--- config.mk ---
export PLATFORM = sky130hd
export DESIGN_NAME = sspc_core
export DESIGN_NICKNAME = d
export VERILOG_FILES = /design/src/logic/sspc_pkg.sv /design/src/logic/sspc_core.sv
export VERILOG_INCLUDE_DIRS = /design/src /design/src/logic
export SDC_FILE = /design/constraint.sdc
export NUM_CORES = 1
export LEC_CHECK = 0
export BUFFER_PORTS_ARGS = -buffer_cell sky130_fd_sc_hd__buf_2
export CELL_PAD_IN_SITES_DETAIL_PLACEMENT = 1
export CELL_PAD_IN_SITES_GLOBAL_PLACEMENT = 2
export CORE_MARGIN = 2
export CORE_UTILIZATION = 30
export CTS_CLUSTER_SIZE = 40
export DETAILED_ROUTE_END_ITERATION = 7
export HOLD_SLACK_MARGIN = 0.05
export PLACE_DENSITY_LB_ADDON = 0.1
export SLEW_MARGIN = 20
export SYNTH_ARGS = -nofsm -noshare
export SYNTH_HDL_FRONTEND = slang
export SYNTH_SLANG_ARGS = --single-unit
--- constraint.sdc ---
create_clock -name pclk -period 6.9 [get_ports pclk]
set_input_delay 0.69 -clock pclk [delete_from_list [all_inputs] [get_ports pclk]]
set_output_delay 0.69 -clock pclk [all_outputs]
set_load 0.03 [all_outputs]
--- src/logic/sspc_params.svh ---
// constants of the synchronous serial port core: register offsets, field positions, resets, codes
// assumes inclusion by bare name from the package and the core
`ifndef SSPC_PARAMS_SVH
`define SSPC_PARAMS_SVH

// register byte offsets on the apb bus
`define SSPC_ADDR_CTRL0 12'h000
`define SSPC_ADDR_CTRL1 12'h004
`define SSPC_ADDR_DATA 12'h008
`define SSPC_ADDR_STATUS 12'h00C
`define SSPC_ADDR_PRESCALE 12'h010
`define SSPC_ADDR_IMASK 12'h014
`define SSPC_ADDR_RIS 12'h018
`define SSPC_ADDR_MIS 12'h01C
`define SSPC_ADDR_ICLR 12'h020
`define SSPC_ADDR_CLKGATE 12'h024

// control zero fields
`define SSPC_F_SIZE_HI 3
`define SSPC_F_SIZE_LO 0
`define SSPC_F_FMT_HI 5
`define SSPC_F_FMT_LO 4
`define SSPC_F_SPO 6
`define SSPC_F_SPH 7
`define SSPC_F_SCR_HI 15
`define SSPC_F_SCR_LO 8

// control one fields
`define SSPC_F_LOOPBACK 0
`define SSPC_F_ENABLE 1
`define SSPC_F_SLAVE 2

// interrupt bit positions in mask, raw, masked and clear registers
`define SSPC_I_OVERRUN 0
`define SSPC_I_TIMEOUT 1
`define SSPC_I_RXSVC 2
`define SSPC_I_TXSVC 3

// status bit positions
`define SSPC_S_TX_EMPTY 0
`define SSPC_S_TX_NOT_FULL 1
`define SSPC_S_RX_NOT_EMPTY 2
`define SSPC_S_RX_FULL 3
`define SSPC_S_BUSY 4

// frame format codes
`define SSPC_FMT_SPI 2'h0
`define SSPC_FMT_SYNC 2'h1
`define SSPC_FMT_CMD 2'h2

// reset values and limits
`define SSPC_RST_CTRL0 16'h0007
`define SSPC_RST_CTRL1 3'h0
`define SSPC_RST_PRESCALE 8'h02
`define SSPC_RST_IMASK 4'h0
`define SSPC_RST_CLKGATE 1'b0
`define SSPC_SIZE_MIN 4'h3
`define SSPC_PRESCALE_MIN 8'h02
`define SSPC_CMD_BITS 5'h08
`define SSPC_SYNC_PULSE_TICKS 6'h01
`define SSPC_CMD_WAIT_TICKS 6'h01
`define SSPC_FIFO_DEPTH 8
`define SSPC_DATA_W 16
`define SSPC_RX_TIMEOUT_CLKS 512

`endif

--- src/logic/sspc_pkg.sv ---
// types of the synchronous serial port core
// assumes the constant header is on the include path
`include "sspc_params.svh"
package sspc_pkg;
  typedef enum logic [2:0] {
    st_idle,
    st_start,
    st_run,
    st_wait,
    st_gap
  } sspc_state_e;
endpackage : sspc_pkg

--- src/logic/sspc_core.sv ---
// synchronous serial port core: apb registers, fifos, bit-rate divider, master and slave shifter
// assumes one clock pclk; link pins arrive asynchronously and are filtered here
`timescale 1ns/1ps
`include "sspc_params.svh"
module sspc_core #(
  parameter int FIFO_DEPTH = `SSPC_FIFO_DEPTH,
  parameter int PTR_W = 3,
  parameter int RX_TIMEOUT_CLKS = `SSPC_RX_TIMEOUT_CLKS,
  parameter int TMO_W = 16
) (
  input wire logic pclk,
  input wire logic presetn,
  input wire logic psel,
  input wire logic penable,
  input wire logic pwrite,
  input wire logic [11:0] paddr,
  input wire logic [31:0] pwdata,
  output logic [31:0] prdata,
  output logic pready,
  output logic pslverr,
  input wire logic serial_clock_pin_i,
  output logic serial_clock_pin_o,
  output logic serial_clock_pin_oe,
  input wire logic frame_select_pin_i,
  output logic frame_select_pin_o,
  output logic frame_select_pin_oe,
  input wire logic serial_in_pin,
  output logic serial_out_pin,
  output logic serial_out_pin_oe,
  output logic irq,
  output logic irq_tx,
  output logic irq_rx,
  output logic irq_timeout,
  output logic irq_overrun
);

  localparam logic [PTR_W:0] DEPTH_C = (PTR_W+1)'(FIFO_DEPTH);
  localparam logic [PTR_W:0] HALF_C = (PTR_W+1)'(FIFO_DEPTH / 2);
  localparam logic [TMO_W-1:0] TMO_C = TMO_W'(RX_TIMEOUT_CLKS - 1);

  // ==========================================================
  // register file
  logic [15:0] ctrl0_r;
  logic [2:0] ctrl1_r;
  logic [7:0] prescale_r;
  logic [3:0] imask_r;
  logic clkgate_r;
  logic ovr_r;
  logic tmo_r;
  logic [31:0] prdata_r;

  logic setup;
  logic wr_en;
  logic rd_en;
  logic addr_ok;
  assign setup = psel & ~penable;
  assign wr_en = psel & penable & pwrite;
  assign rd_en = psel & penable & ~pwrite;
  always_comb
  begin
    case (paddr)
      `SSPC_ADDR_CTRL0, `SSPC_ADDR_CTRL1, `SSPC_ADDR_DATA, `SSPC_ADDR_STATUS, `SSPC_ADDR_PRESCALE,
      `SSPC_ADDR_IMASK, `SSPC_ADDR_RIS, `SSPC_ADDR_MIS, `SSPC_ADDR_ICLR, `SSPC_ADDR_CLKGATE: addr_ok = 1'b1;
      default: addr_ok = 1'b0;
    endcase
  end
  assign pready = 1'b1;
  assign pslverr = psel & penable & ~addr_ok;
  assign prdata = prdata_r;

  // decoded fields
  logic [3:0] size;
  logic [1:0] fmt;
  logic [7:0] scr_val;
  logic [7:0] prescale_eff;
  logic spo_eff;
  logic sph_eff;
  logic loopback;
  logic enabled;
  logic slave_mode;
  assign size = (ctrl0_r[`SSPC_F_SIZE_HI:`SSPC_F_SIZE_LO] < `SSPC_SIZE_MIN) ? `SSPC_SIZE_MIN
                : ctrl0_r[`SSPC_F_SIZE_HI:`SSPC_F_SIZE_LO];
  assign fmt = ctrl0_r[`SSPC_F_FMT_HI:`SSPC_F_FMT_LO];
  assign scr_val = ctrl0_r[`SSPC_F_SCR_HI:`SSPC_F_SCR_LO];
  assign prescale_eff = (prescale_r < `SSPC_PRESCALE_MIN) ? `SSPC_PRESCALE_MIN : prescale_r;
  // pulsed-frame and command formats use fixed clock polarity and phase
  assign spo_eff = (fmt == `SSPC_FMT_SPI) ? ctrl0_r[`SSPC_F_SPO] : 1'b0;
  assign sph_eff = (fmt == `SSPC_FMT_SPI) ? ctrl0_r[`SSPC_F_SPH] : (fmt == `SSPC_FMT_SYNC);
  assign loopback = ctrl1_r[`SSPC_F_LOOPBACK];
  assign enabled = ctrl1_r[`SSPC_F_ENABLE] & clkgate_r;
  assign slave_mode = ctrl1_r[`SSPC_F_SLAVE];

  always_ff @(posedge pclk or negedge presetn)
  begin
    if (!presetn)
    begin
      ctrl0_r <= `SSPC_RST_CTRL0;
      ctrl1_r <= `SSPC_RST_CTRL1;
      prescale_r <= `SSPC_RST_PRESCALE;
      imask_r <= `SSPC_RST_IMASK;
      clkgate_r <= `SSPC_RST_CLKGATE;
    end
    else if (wr_en)
    begin
      case (paddr)
        `SSPC_ADDR_CTRL0: ctrl0_r <= pwdata[15:0];
        `SSPC_ADDR_CTRL1: ctrl1_r <= pwdata[2:0];
        `SSPC_ADDR_PRESCALE: prescale_r <= {pwdata[7:1], 1'b0};
        `SSPC_ADDR_IMASK: imask_r <= pwdata[3:0];
        `SSPC_ADDR_CLKGATE: clkgate_r <= pwdata[0];
        default: ;
      endcase
    end
  end

  // ==========================================================
  // pin synchronisers: three flops, a level counts once stages two and three agree
  logic [2:0] sclk_q;
  logic [2:0] fss_q;
  logic [2:0] rx_q;
  logic s_sclk_r;
  logic s_fss_r;
  logic s_rx_r;
  logic s_sclk_d;
  logic s_fss_d;
  always_ff @(posedge pclk or negedge presetn)
  begin
    if (!presetn)
    begin
      sclk_q <= 3'h0;
      fss_q <= 3'h7;
      rx_q <= 3'h0;
      s_sclk_r <= 1'b0;
      s_fss_r <= 1'b1;
      s_rx_r <= 1'b0;
      s_sclk_d <= 1'b0;
      s_fss_d <= 1'b1;
    end
    else
    begin
      sclk_q <= {sclk_q[1:0], serial_clock_pin_i};
      fss_q <= {fss_q[1:0], frame_select_pin_i};
      rx_q <= {rx_q[1:0], serial_in_pin};
      if (sclk_q[1] == sclk_q[2])
        s_sclk_r <= sclk_q[2];
      if (fss_q[1] == fss_q[2])
        s_fss_r <= fss_q[2];
      if (rx_q[1] == rx_q[2])
        s_rx_r <= rx_q[2];
      s_sclk_d <= s_sclk_r;
      s_fss_d <= s_fss_r;
    end
  end

  // ==========================================================
  // fifos
  logic [15:0] tx_mem [FIFO_DEPTH];
  logic [15:0] rx_mem [FIFO_DEPTH];
  logic [PTR_W-1:0] tx_wr_r;
  logic [PTR_W-1:0] tx_rd_r;
  logic [PTR_W:0] tx_cnt_r;
  logic [PTR_W-1:0] rx_wr_r;
  logic [PTR_W-1:0] rx_rd_r;
  logic [PTR_W:0] rx_cnt_r;
  logic [PTR_W:0] hist_cnt_r;
  logic tx_push;
  logic tx_pop;
  logic rx_push;
  logic rx_pop;
  logic frame_load;
  logic word_done;
  logic cmd_phase_r;
  logic [15:0] rx_word;
  logic [15:0] load_word;

  assign tx_push = wr_en && paddr == `SSPC_ADDR_DATA && tx_cnt_r != DEPTH_C;
  assign tx_pop = frame_load && tx_cnt_r != '0;
  assign rx_pop = rd_en && paddr == `SSPC_ADDR_DATA && rx_cnt_r != '0;
  assign rx_push = word_done && !cmd_phase_r && rx_cnt_r != DEPTH_C;
  // a popped slot is never cleared, so the write pointer addresses the word written eight pushes ago
  assign load_word = (tx_cnt_r != '0) ? tx_mem[tx_rd_r]
                     : (hist_cnt_r == DEPTH_C) ? tx_mem[tx_wr_r] : 16'h0000;

  always_ff @(posedge pclk)
  begin
    if (tx_push)
      tx_mem[tx_wr_r] <= pwdata[15:0];
    if (rx_push)
      rx_mem[rx_wr_r] <= rx_word;
  end

  always_ff @(posedge pclk or negedge presetn)
  begin
    if (!presetn)
    begin
      tx_wr_r <= '0;
      tx_rd_r <= '0;
      tx_cnt_r <= '0;
      rx_wr_r <= '0;
      rx_rd_r <= '0;
      rx_cnt_r <= '0;
    end
    else
    begin
      if (tx_push)
        tx_wr_r <= tx_wr_r + 1'b1;
      if (tx_pop)
        tx_rd_r <= tx_rd_r + 1'b1;
      tx_cnt_r <= tx_cnt_r + (PTR_W+1)'(tx_push) - (PTR_W+1)'(tx_pop);
      if (rx_push)
        rx_wr_r <= rx_wr_r + 1'b1;
      if (rx_pop)
        rx_rd_r <= rx_rd_r + 1'b1;
      rx_cnt_r <= rx_cnt_r + (PTR_W+1)'(rx_push) - (PTR_W+1)'(rx_pop);
    end
  end

  // writes counted since the module clock gate was switched on
  always_ff @(posedge pclk or negedge presetn)
  begin
    if (!presetn)
      hist_cnt_r <= '0;
    else if (!clkgate_r)
      hist_cnt_r <= '0;
    else if (tx_push && hist_cnt_r != DEPTH_C)
      hist_cnt_r <= hist_cnt_r + 1'b1;
  end

  // ==========================================================
  // bit-rate divider: tick every half serial period = prescale/2 * (1 + rate)
  sspc_pkg::sspc_state_e state_r;
  logic [6:0] pre_cnt_r;
  logic [7:0] scr_cnt_r;
  logic tick;
  logic m_run;
  assign m_run = state_r != sspc_pkg::st_idle;
  assign tick = m_run && pre_cnt_r == prescale_eff[7:1] - 7'h01 && scr_cnt_r == scr_val;
  always_ff @(posedge pclk or negedge presetn)
  begin
    if (!presetn)
    begin
      pre_cnt_r <= '0;
      scr_cnt_r <= '0;
    end
    else if (!m_run)
    begin
      pre_cnt_r <= '0;
      scr_cnt_r <= '0;
    end
    else if (pre_cnt_r == prescale_eff[7:1] - 7'h01)
    begin
      pre_cnt_r <= '0;
      scr_cnt_r <= (scr_cnt_r == scr_val) ? 8'h00 : scr_cnt_r + 8'h01;
    end
    else
      pre_cnt_r <= pre_cnt_r + 7'h01;
  end

  // ==========================================================
  // master frame sequencer
  logic sclk_r;
  logic fss_r;
  logic [5:0] edge_r;
  logic [4:0] nbits;
  logic [5:0] last_edge;
  logic m_go;
  assign nbits = cmd_phase_r ? `SSPC_CMD_BITS : {1'b0, size} + 5'h01;
  assign last_edge = {nbits, 1'b0} - 6'h01;
  assign m_go = enabled && !slave_mode && tx_cnt_r != '0 && state_r == sspc_pkg::st_idle;
  always_ff @(posedge pclk or negedge presetn)
  begin
    if (!presetn)
    begin
      state_r <= sspc_pkg::st_idle;
      edge_r <= '0;
      sclk_r <= 1'b0;
      fss_r <= 1'b1;
      cmd_phase_r <= 1'b0;
    end
    else if (!enabled || slave_mode)
    begin
      state_r <= sspc_pkg::st_idle;
      edge_r <= '0;
      sclk_r <= spo_eff;
      fss_r <= fmt != `SSPC_FMT_SYNC;
      cmd_phase_r <= 1'b0;
    end
    else
    begin
      case (state_r)
        sspc_pkg::st_idle:
        begin
          sclk_r <= spo_eff;
          fss_r <= fmt != `SSPC_FMT_SYNC;
          if (m_go)
          begin
            state_r <= sspc_pkg::st_start;
            edge_r <= '0;
            cmd_phase_r <= fmt == `SSPC_FMT_CMD;
            fss_r <= fmt == `SSPC_FMT_SYNC;
          end
        end
        sspc_pkg::st_start:
          if (tick)
          begin
            edge_r <= edge_r + 6'h01;
            if (fmt != `SSPC_FMT_SYNC || edge_r == `SSPC_SYNC_PULSE_TICKS)
            begin
              state_r <= sspc_pkg::st_run;
              edge_r <= '0;
              fss_r <= fmt == `SSPC_FMT_SYNC ? 1'b0 : fss_r;
            end
          end
        sspc_pkg::st_run:
          if (tick)
          begin
            sclk_r <= ~sclk_r;
            edge_r <= edge_r + 6'h01;
            if (edge_r == last_edge)
            begin
              edge_r <= '0;
              state_r <= cmd_phase_r ? sspc_pkg::st_wait : sspc_pkg::st_gap;
              fss_r <= cmd_phase_r ? 1'b0 : fmt != `SSPC_FMT_SYNC;
            end
          end
        sspc_pkg::st_wait:
          if (tick)
          begin
            edge_r <= edge_r + 6'h01;
            if (edge_r == `SSPC_CMD_WAIT_TICKS)
            begin
              state_r <= sspc_pkg::st_run;
              edge_r <= '0;
              cmd_phase_r <= 1'b0;
            end
          end
        sspc_pkg::st_gap:
          if (tick)
            state_r <= sspc_pkg::st_idle;
        default: state_r <= sspc_pkg::st_idle;
      endcase
    end
  end

  // ==========================================================
  // shared shift datapath; events come from master ticks or filtered slave clock edges
  logic [15:0] tx_sh_r;
  logic [15:0] rx_sh_r;
  logic [4:0] bit_r;
  logic first_r;
  logic lead_ev;
  logic trail_ev;
  logic sample_ev;
  logic shift_ev;
  logic rx_bit;
  logic slave_on;
  logic fss_fall;
  assign slave_on = enabled && slave_mode;
  assign fss_fall = slave_on && s_fss_d && !s_fss_r;
  always_comb
  begin
    lead_ev = 1'b0;
    trail_ev = 1'b0;
    if (slave_on)
    begin
      lead_ev = !s_fss_r && s_sclk_r != s_sclk_d && s_sclk_d == spo_eff;
      trail_ev = !s_fss_r && s_sclk_r != s_sclk_d && s_sclk_d != spo_eff;
    end
    else if (tick && state_r == sspc_pkg::st_run)
    begin
      lead_ev = sclk_r == spo_eff;
      trail_ev = sclk_r != spo_eff;
    end
  end
  assign sample_ev = sph_eff ? trail_ev : lead_ev;
  assign shift_ev = sph_eff ? lead_ev : trail_ev;
  assign rx_bit = loopback ? tx_sh_r[15] : s_rx_r;
  assign word_done = sample_ev && bit_r == nbits - 5'h01;
  assign rx_word = {rx_sh_r[14:0], rx_bit} & ~(16'hFFFF << nbits);
  // continuous slave frames with phase one keep select low, so the next word loads at the word end
  assign frame_load = (m_go || fss_fall || (slave_on && word_done && sph_eff && !s_fss_r))
                      && !(cmd_phase_r && !m_go);
  always_ff @(posedge pclk or negedge presetn)
  begin
    if (!presetn)
    begin
      tx_sh_r <= '0;
      rx_sh_r <= '0;
      bit_r <= '0;
      first_r <= 1'b0;
    end
    else if (frame_load)
    begin
      tx_sh_r <= (fmt == `SSPC_FMT_CMD) ? {load_word[7:0], 8'h00}
                 : 16'(load_word << (4'hF - size));
      bit_r <= '0;
      first_r <= 1'b1;
    end
    else
    begin
      if (state_r == sspc_pkg::st_wait)
      begin
        tx_sh_r <= '0;
        bit_r <= '0;
      end
      if (sample_ev)
      begin
        rx_sh_r <= {rx_sh_r[14:0], rx_bit};
        bit_r <= word_done ? 5'h00 : bit_r + 5'h01;
      end
      if (shift_ev)
      begin
        first_r <= 1'b0;
        if (!(first_r && sph_eff))
          tx_sh_r <= {tx_sh_r[14:0], 1'b0};
      end
    end
  end

  // ==========================================================
  // interrupt sources
  logic [TMO_W-1:0] tmo_cnt_r;
  logic tmo_hit;
  logic [3:0] ris;
  logic [3:0] mis;
  logic [3:0] iclr;
  assign iclr = (wr_en && paddr == `SSPC_ADDR_ICLR) ? pwdata[3:0] : 4'h0;
  assign tmo_hit = tmo_cnt_r == TMO_C;
  always_ff @(posedge pclk or negedge presetn)
  begin
    if (!presetn)
      tmo_cnt_r <= '0;
    else if (rx_cnt_r == '0 || lead_ev || trail_ev || rx_pop || tmo_hit)
      tmo_cnt_r <= '0;
    else
      tmo_cnt_r <= tmo_cnt_r + 1'b1;
  end
  // sticky flags: a new event wins over a clear in the same cycle
  always_ff @(posedge pclk or negedge presetn)
  begin
    if (!presetn)
    begin
      ovr_r <= 1'b0;
      tmo_r <= 1'b0;
    end
    else
    begin
      if (word_done && !cmd_phase_r && rx_cnt_r == DEPTH_C)
        ovr_r <= 1'b1;
      else if (iclr[`SSPC_I_OVERRUN])
        ovr_r <= 1'b0;
      if (tmo_hit)
        tmo_r <= 1'b1;
      else if (iclr[`SSPC_I_TIMEOUT])
        tmo_r <= 1'b0;
    end
  end
  always_comb
  begin
    ris = 4'h0;
    ris[`SSPC_I_OVERRUN] = ovr_r;
    ris[`SSPC_I_TIMEOUT] = tmo_r;
    ris[`SSPC_I_RXSVC] = rx_cnt_r >= HALF_C;
    ris[`SSPC_I_TXSVC] = tx_cnt_r <= HALF_C;
  end
  assign mis = ris & imask_r;
  always_ff @(posedge pclk or negedge presetn)
  begin
    if (!presetn)
    begin
      irq <= 1'b0;
      irq_tx <= 1'b0;
      irq_rx <= 1'b0;
      irq_timeout <= 1'b0;
      irq_overrun <= 1'b0;
    end
    else
    begin
      irq <= |mis;
      irq_tx <= mis[`SSPC_I_TXSVC];
      irq_rx <= mis[`SSPC_I_RXSVC];
      irq_timeout <= mis[`SSPC_I_TIMEOUT];
      irq_overrun <= mis[`SSPC_I_OVERRUN];
    end
  end

  // ==========================================================
  // read data captured in the setup phase, valid through the access phase
  logic busy;
  assign busy = m_run || (slave_on && !s_fss_r);
  always_ff @(posedge pclk or negedge presetn)
  begin
    if (!presetn)
      prdata_r <= '0;
    else if (setup && !pwrite)
    begin
      prdata_r <= '0;
      case (paddr)
        `SSPC_ADDR_CTRL0: prdata_r[15:0] <= ctrl0_r;
        `SSPC_ADDR_CTRL1: prdata_r[2:0] <= ctrl1_r;
        `SSPC_ADDR_DATA: prdata_r[15:0] <= (rx_cnt_r != '0) ? rx_mem[rx_rd_r] : 16'h0000;
        `SSPC_ADDR_STATUS:
        begin
          prdata_r[`SSPC_S_TX_EMPTY] <= tx_cnt_r == '0;
          prdata_r[`SSPC_S_TX_NOT_FULL] <= tx_cnt_r != DEPTH_C;
          prdata_r[`SSPC_S_RX_NOT_EMPTY] <= rx_cnt_r != '0;
          prdata_r[`SSPC_S_RX_FULL] <= rx_cnt_r == DEPTH_C;
          prdata_r[`SSPC_S_BUSY] <= busy;
        end
        `SSPC_ADDR_PRESCALE: prdata_r[7:0] <= prescale_r;
        `SSPC_ADDR_IMASK: prdata_r[3:0] <= imask_r;
        `SSPC_ADDR_RIS: prdata_r[3:0] <= ris;
        `SSPC_ADDR_MIS: prdata_r[3:0] <= mis;
        `SSPC_ADDR_CLKGATE: prdata_r[0] <= clkgate_r;
        default: ;
      endcase
    end
  end

  // ==========================================================
  // pins
  assign serial_clock_pin_o = sclk_r;
  assign serial_clock_pin_oe = enabled && !slave_mode;
  assign frame_select_pin_o = fss_r;
  assign frame_select_pin_oe = enabled && !slave_mode;
  assign serial_out_pin = tx_sh_r[15];
  assign serial_out_pin_oe = enabled && !loopback && (slave_mode ? !s_fss_r : m_run);

endmodule : sspc_core

### After elaboration in Yosys (flattened, before gate mapping)

Memories as Yosys holds them, arrays and structs flattened.
Index checks and enable logic that the tools add are counted.

* register bits: 172
* bits in writable memories: 256
* output and inout bits: 45
* logic and storage cells: 294
* memories: 2

* add/sub/neg operators: 19
* order comparisons: 4
* equal/unequal tests: 46
* shift-type cells: 2
* mux-type cells: 88
* bitwise logic cells: 14
* reduce and logical (&&, ||, !) cells: 79

Memories
* rx_mem: depth 8, bits a word 16, read ports 1, clocked after Yosys merged registers in 0, wr ports 1, RTL line sspc_core.sv:158 `logic [15:0] rx_mem [FIFO_DEPTH];`
* tx_mem: depth 8, bits a word 16, read ports 2, clocked after Yosys merged registers in 0, wr ports 1, RTL line sspc_core.sv:157 `logic [15:0] tx_mem [FIFO_DEPTH];`

Operators with widths (count)
* 16-bit 2-to-1 mux: 9
* 12-bit by 5-bit equality test with 1-bit output (second input constant): 4
* 6-bit 2-to-1 mux: 8
* 1-bit 2-to-1 mux: 35
* 1-bit logical AND: 33
* 8-bit 2-to-1 mux: 4
* 3-bit 2-to-1 mux: 10
* 5-bit 2-to-1 mux: 5
* 12-bit by 4-bit equality test with 1-bit output (second input constant): 2
* 12-bit by 6-bit equality test with 1-bit output (second input constant): 2
* 3-bit != test (second input constant): 8
* 6-bit one-hot mux with 4 select lines: 1
* 16-bit by 1-bit adder with 16-bit output (second input constant): 1
* 16-bit AND: 1
* 16-bit by 9-bit equality test with 1-bit output (second input constant): 1
* 16-bit NOT: 1
* 2-bit one-hot mux with 8 select lines: 1
* 8-bit one-hot mux with 2 select lines: 1
* 16-bit by 4-bit << shifter with 16-bit output: 1
* 16-bit by 5-bit << shifter with 16-bit output (first input constant): 1
* 3-bit one-hot mux with 5 select lines: 1
* 7-bit 2-to-1 mux: 2
* 2-bit AND reduction: 7
* 3-bit by 1-bit adder with 3-bit output (second input constant): 4
* 60 further kinds: 109

### Longest topological paths before layout

* depth after elaboration: 18
* gate-level depth with buffers: 21
* depth with buffers taken out: 20

### Worst setup path after synthesis

OpenSTA, ideal clock, no wires.

* kind: reg2reg
* start point: reg ctrl0_r[2]
* end point: mem rx_mem[2][0] (enable)
* setup time: 0.413 ns
* arrival: 4.714 ns
* required time: 6.487 ns
* path slack: 1.773 ns
* cell stages (with the launch flop): 16
* buffers on the path: 1
* clock period less this slack: 5.127 ns
* cell sequence: dfstp_2 nor2_1 nor2_1 clkbuf_1 clkinv_1 ha_1 xnor2_1 nor2_2 inv_1 ha_1 xnor2_1 nor3_1 nand3_1 nor4b_4 nand2b_1 nor3b_1

* word-level cells in the longest chain between the ends: 11

Ends and longest elaborated chain
* start: declaration: RTL line sspc_core.sv:43 `logic [15:0] ctrl0_r;`
* start signal: assignment: RTL line sspc_core.sv:97 `` ctrl0_r <= `SSPC_RST_CTRL0; ``
* start signal: assignment: RTL line sspc_core.sv:106 `` `SSPC_ADDR_CTRL0: ctrl0_r <= pwdata[15:0]; ``
* 4-bit by 2-bit less-than comparator with 1-bit output (no line)
* 4-bit 2-to-1 mux *: RTL line sspc_core.sv:81 `` assign size = (ctrl0_r[`SSPC_F_SIZE_HI:`SSPC_F_SIZE_LO] < `SSPC_SIZE_MIN) ? `SSPC_SIZE_MIN ``
* 4-bit by 1-bit adder with 5-bit output *: RTL line sspc_core.sv:267 `` assign nbits = cmd_phase_r ? `SSPC_CMD_BITS : {1'b0, size} + 5'h01; ``
* 5-bit 2-to-1 mux *: RTL line sspc_core.sv:267
* 5-bit by 1-bit subtractor with 5-bit output *: RTL line sspc_core.sv:378 `assign word_done = sample_ev && bit_r == nbits - 5'h01;`
* 5-bit equality test *: RTL line sspc_core.sv:378
* 1-bit logical AND *: RTL line sspc_core.sv:378
* 1-bit logical AND * (2 in series): RTL line sspc_core.sv:179 `assign rx_push = word_done && !cmd_phase_r && rx_cnt_r != DEPTH_C;`
* 1-bit 2-to-1 mux *: RTL line sspc_core.sv:188 `if (rx_push)`
* 1-bit 2-to-1 mux (not written as such) *: RTL line sspc_core.sv:189 `rx_mem[rx_wr_r] <= rx_word;`
* end: declaration: RTL line sspc_core.sv:158

Every way passes the cells marked *; elsewhere a longest branch is shown, timed or not.

### Worst setup path after layout

* start point: reg ctrl0_r[2]
* end point: mem rx_mem[6][0] (enable)

The elaborated chain is that of the path after synthesis.

==> run metrics <==
Crit. Startpoint=ctrl0_r[2]$_DFFE_PN1P_; Post-synth EDFFs=about 260; Critical R2R Capture=rx_mem[6][0]$_DFFE_PP_; total congestion overflow=0; actual transition at the worst max-transition pin=a little over 1 ns; worst skew pair latency=roughly 0.61 ns; initial antenna violation count=4; R2R depth=15; reg2reg start=ctrl0_r[2]$_DFFE_PN1P_; area growth from synthesis to layout=14.9%; Total Routing Usage GR=18.3%; vias=between 10k and 15k; number of I/O pins=between 90 and 100; ANT cells=0; Sequential Power Share=48.9%; relative slew slack=30.6%; DR pass1 iterations=5; Fin. Hold Viols=0; Pint=around 4400 uW; Final period util=78.5%; MaxCap Viol Count=0; layout cells sized above 1=23.2%; Synth Cell Area=21000 um^2; Worst setup EP type=flop; reg-to-reg slack, setup=about 1.5 ns; Root Buffer=clkbuf_16; vias in the first global route=between 10k and 15k; placed wire-length estimate=45200 um; Synth Area per Inst=roughly 13 um^2; postcts setup bufs=0; first-pass GRT wire length=approximately 97000 um; via/cell ratio=~5.1; most common cell after layout, fill and taps aside=edfxtp_1; Power Total=roughly 5600 uW; worst setup path class=reg2reg; CP max FO=16; Max Buffers Root-to-Sink=3; fraction of registers with async set/reset=around 40%; CTS Buf Count=between 50 and 60; die height=~270 um; largest net degree at the start of global routing=just under 90; wire length per cell=24.7 um; cts repair resizes=0; Area after DPL=approximately 22000 um^2; Static Leak=0.00872 uW; switching fraction of total power=22.4%; FMAX=roughly 180 MHz; outcome=finished, final reports clean; CTS HTree Levels=2; Routed WL=approximately 65000 um; Starting DRT DRC Count=about 700; Final Slew Violations=0; Worst-path clk slew=about 0.060 ns; Placement Rows=97; Yosys reg bits=428; Worst Hold Class=in2async; critical path's top delay family=simple AND/OR/NAND/NOR gates; post-synthesis sequential area ratio=between 50% and 60%; Logic pwr share=2.5%; crit path cell chain=nor2_1 > nor2_2 > inv_2 > ha_1 > xnor2_1 > nor2_2 > inv_1 > ha_1 > xnor2_1 > nor3_1 > nand3_1 > nor4b_4 > nand2b_1 > nor2_1 > buf_4; Sum Neg Setup Slack=0 ns; RSZ-0062 raised after global routing=no; die width=between 200 and 300 um; antenna viol nets, final=0; data required time of the worst path=around 7.2 ns; Die Footprint=approximately 72000 um^2; Design Area, Final=roughly 24000 um^2; arrival time at the worst endpoint=between 5 and 6 ns; Peak VDD IR=178 uV; fin nets=1724; Final GP Congestion=between 0.8 and 0.9; Crit path depth=15; Hold-fix buffers, CTS=0; endpoints failing setup=0; post-synth cell types=90; Primary FF master, synth=edfxtp_1; CTS tree=built; startpoint types=flop; worst path bufs/invs=3; Worst Clk Skew=about 0.027 ns; Clock power frac=between 40% and 50%; Synth Instances=~1.6k; Final Util=34.6%; total core area=around 70000 um^2; Initial Util=30.2%; DRC viols=0; commonest non-fill, non-tap cells in the layout=256 x edfxtp_1, 158 x dfrtp_1, 110 x nand2_1; Psw=between 1000 and 1500 uW; Port Buffer Count=63; CP max stage delay=between 0.6 and 0.7 ns; Ys Warns=0; crit path time final=5.41 ns; CP max-delay cell=nor4b_4; Power per Cell Area=~230 nW/um^2; clk sinks=approximately 430
[synthesized netlist by cell type (10+ instances only)]
cell type,n,area [um^2]
inv_1,41,154
nor2_1,96,360
edfxtp_1,256,7690
nand2b_1,18,113
a22o_1,10,87.6
mux4_2,91,2050
buf_4,23,173
nor2b_1,25,156
nand2_1,110,413
xor2_1,21,184
nand3_1,46,230
o211ai_1,11,82.6
ha_1,31,388
xnor2_1,45,394
and3_1,25,156
mux2_2,45,507
a22oi_1,12,90.1
and2_1,12,75.1
a21boi_0,17,128
o21ai_0,54,270
dfstp_2,10,263
a31oi_1,16,100
o22ai_1,26,163
clkbuf_1,41,154
a211oi_1,10,75.1
dfrtp_1,162,4050
nor3_1,32,160
a21oi_1,36,180
buf_2,20,100
mux2i_1,47,470
[power by group through the flow]
stage / registers, uW / clock network (uW) / logic, uW
floorplan: 2800 / 0 / 74.7
detailed placement: 2810 / 0 / 142
global route: 2760 / 2930 / 156
finish: 2760 / 2740 / 139
CTS: 2760 / 2830 / 143
global placement: 2810 / 0 / 139
[metrics by stage]
step	worst slack, ns	hold WS (ns)	std cells
final	1.49	0.141	2620
after global routing	1.02	0.165	2620
after CTS	1.45	0.149	2620
after detailed placement	1.49	0.336	2526
after global placement	1.56	0.334	2526
after floorplan	1.77	0.331	1580
[how the worst max path moves through the flow]
stage | to | slack [ns]
CTS | rx_mem[6][1]$_DFFE_PP_ | 1.45
finish | rx_mem[6][0]$_DFFE_PP_ | 1.49
global route | rx_mem[6][2]$_DFFE_PP_ | 1.02
global placement | rx_cnt_r[1]$_DFF_PN0_ | 1.56
floorplan | rx_mem[2][0]$_DFFE_PP_ | 1.77
detailed placement | rx_mem[6][5]$_DFFE_PP_ | 1.49
[final cells by class]
| type | count | area, um^2 |
|---|---|---|
| Clock buffer | 66 | 1410 |
| Clock inverter | 28 | 295 |
| Fill cell | 7448 | 45500 |
| Inverter | 46 | 173 |
| Multi-Input combinational cell | 1008 | 8440 |
| Sequential cell | 428 | 12000 |
| Tap cell | 940 | 1180 |
| Timing Repair Buffer | 104 | 632 |
[logic make-up after synthesis]
family	synth area share [%]
AOI/OAI and AO/OA	8.57
DFF	57.1
adders and majority gates	2.18
and+or+nand+nor	10.4
buffers and inverters	3.32
muxes	15.4
other	0.0357
xor gates and xnor gates	3.01
[registers in the layout (all words and copies together), names as in the netlist, 4 cells and up]
signal and flops:
prescale_r 7, tx_cnt_r 4, bit_r 5, pre_cnt_r 7, hist_cnt_r 4, ctrl0_r 16
prdata 16, rx_mem 128, rx_sh_r 15, tmo_cnt_r 16, scr_cnt_r 8, tx_mem 128
imask_r 4, rx_cnt_r 4, edge_r 6, tx_sh_r 16
[per-layer routing]
layer,share of wire [%],GRT usage [%]
met1,45,24.5
met2,49,31.2
met3,3.4,2.58
met4,2.0,4.76
met5,0.062,0
[worst register-to-register path, delay by kind of cell (launching register included)]
kind,cells,cell delay (ns)
AND/OR/NAND/NOR,8,2.73
buffers and inverters,3,0.78
adder cells (fa/ha/maj),2,0.75
flip-flops,1,0.52
XOR/XNOR,2,0.33
(Power assumes the default switching activity.)
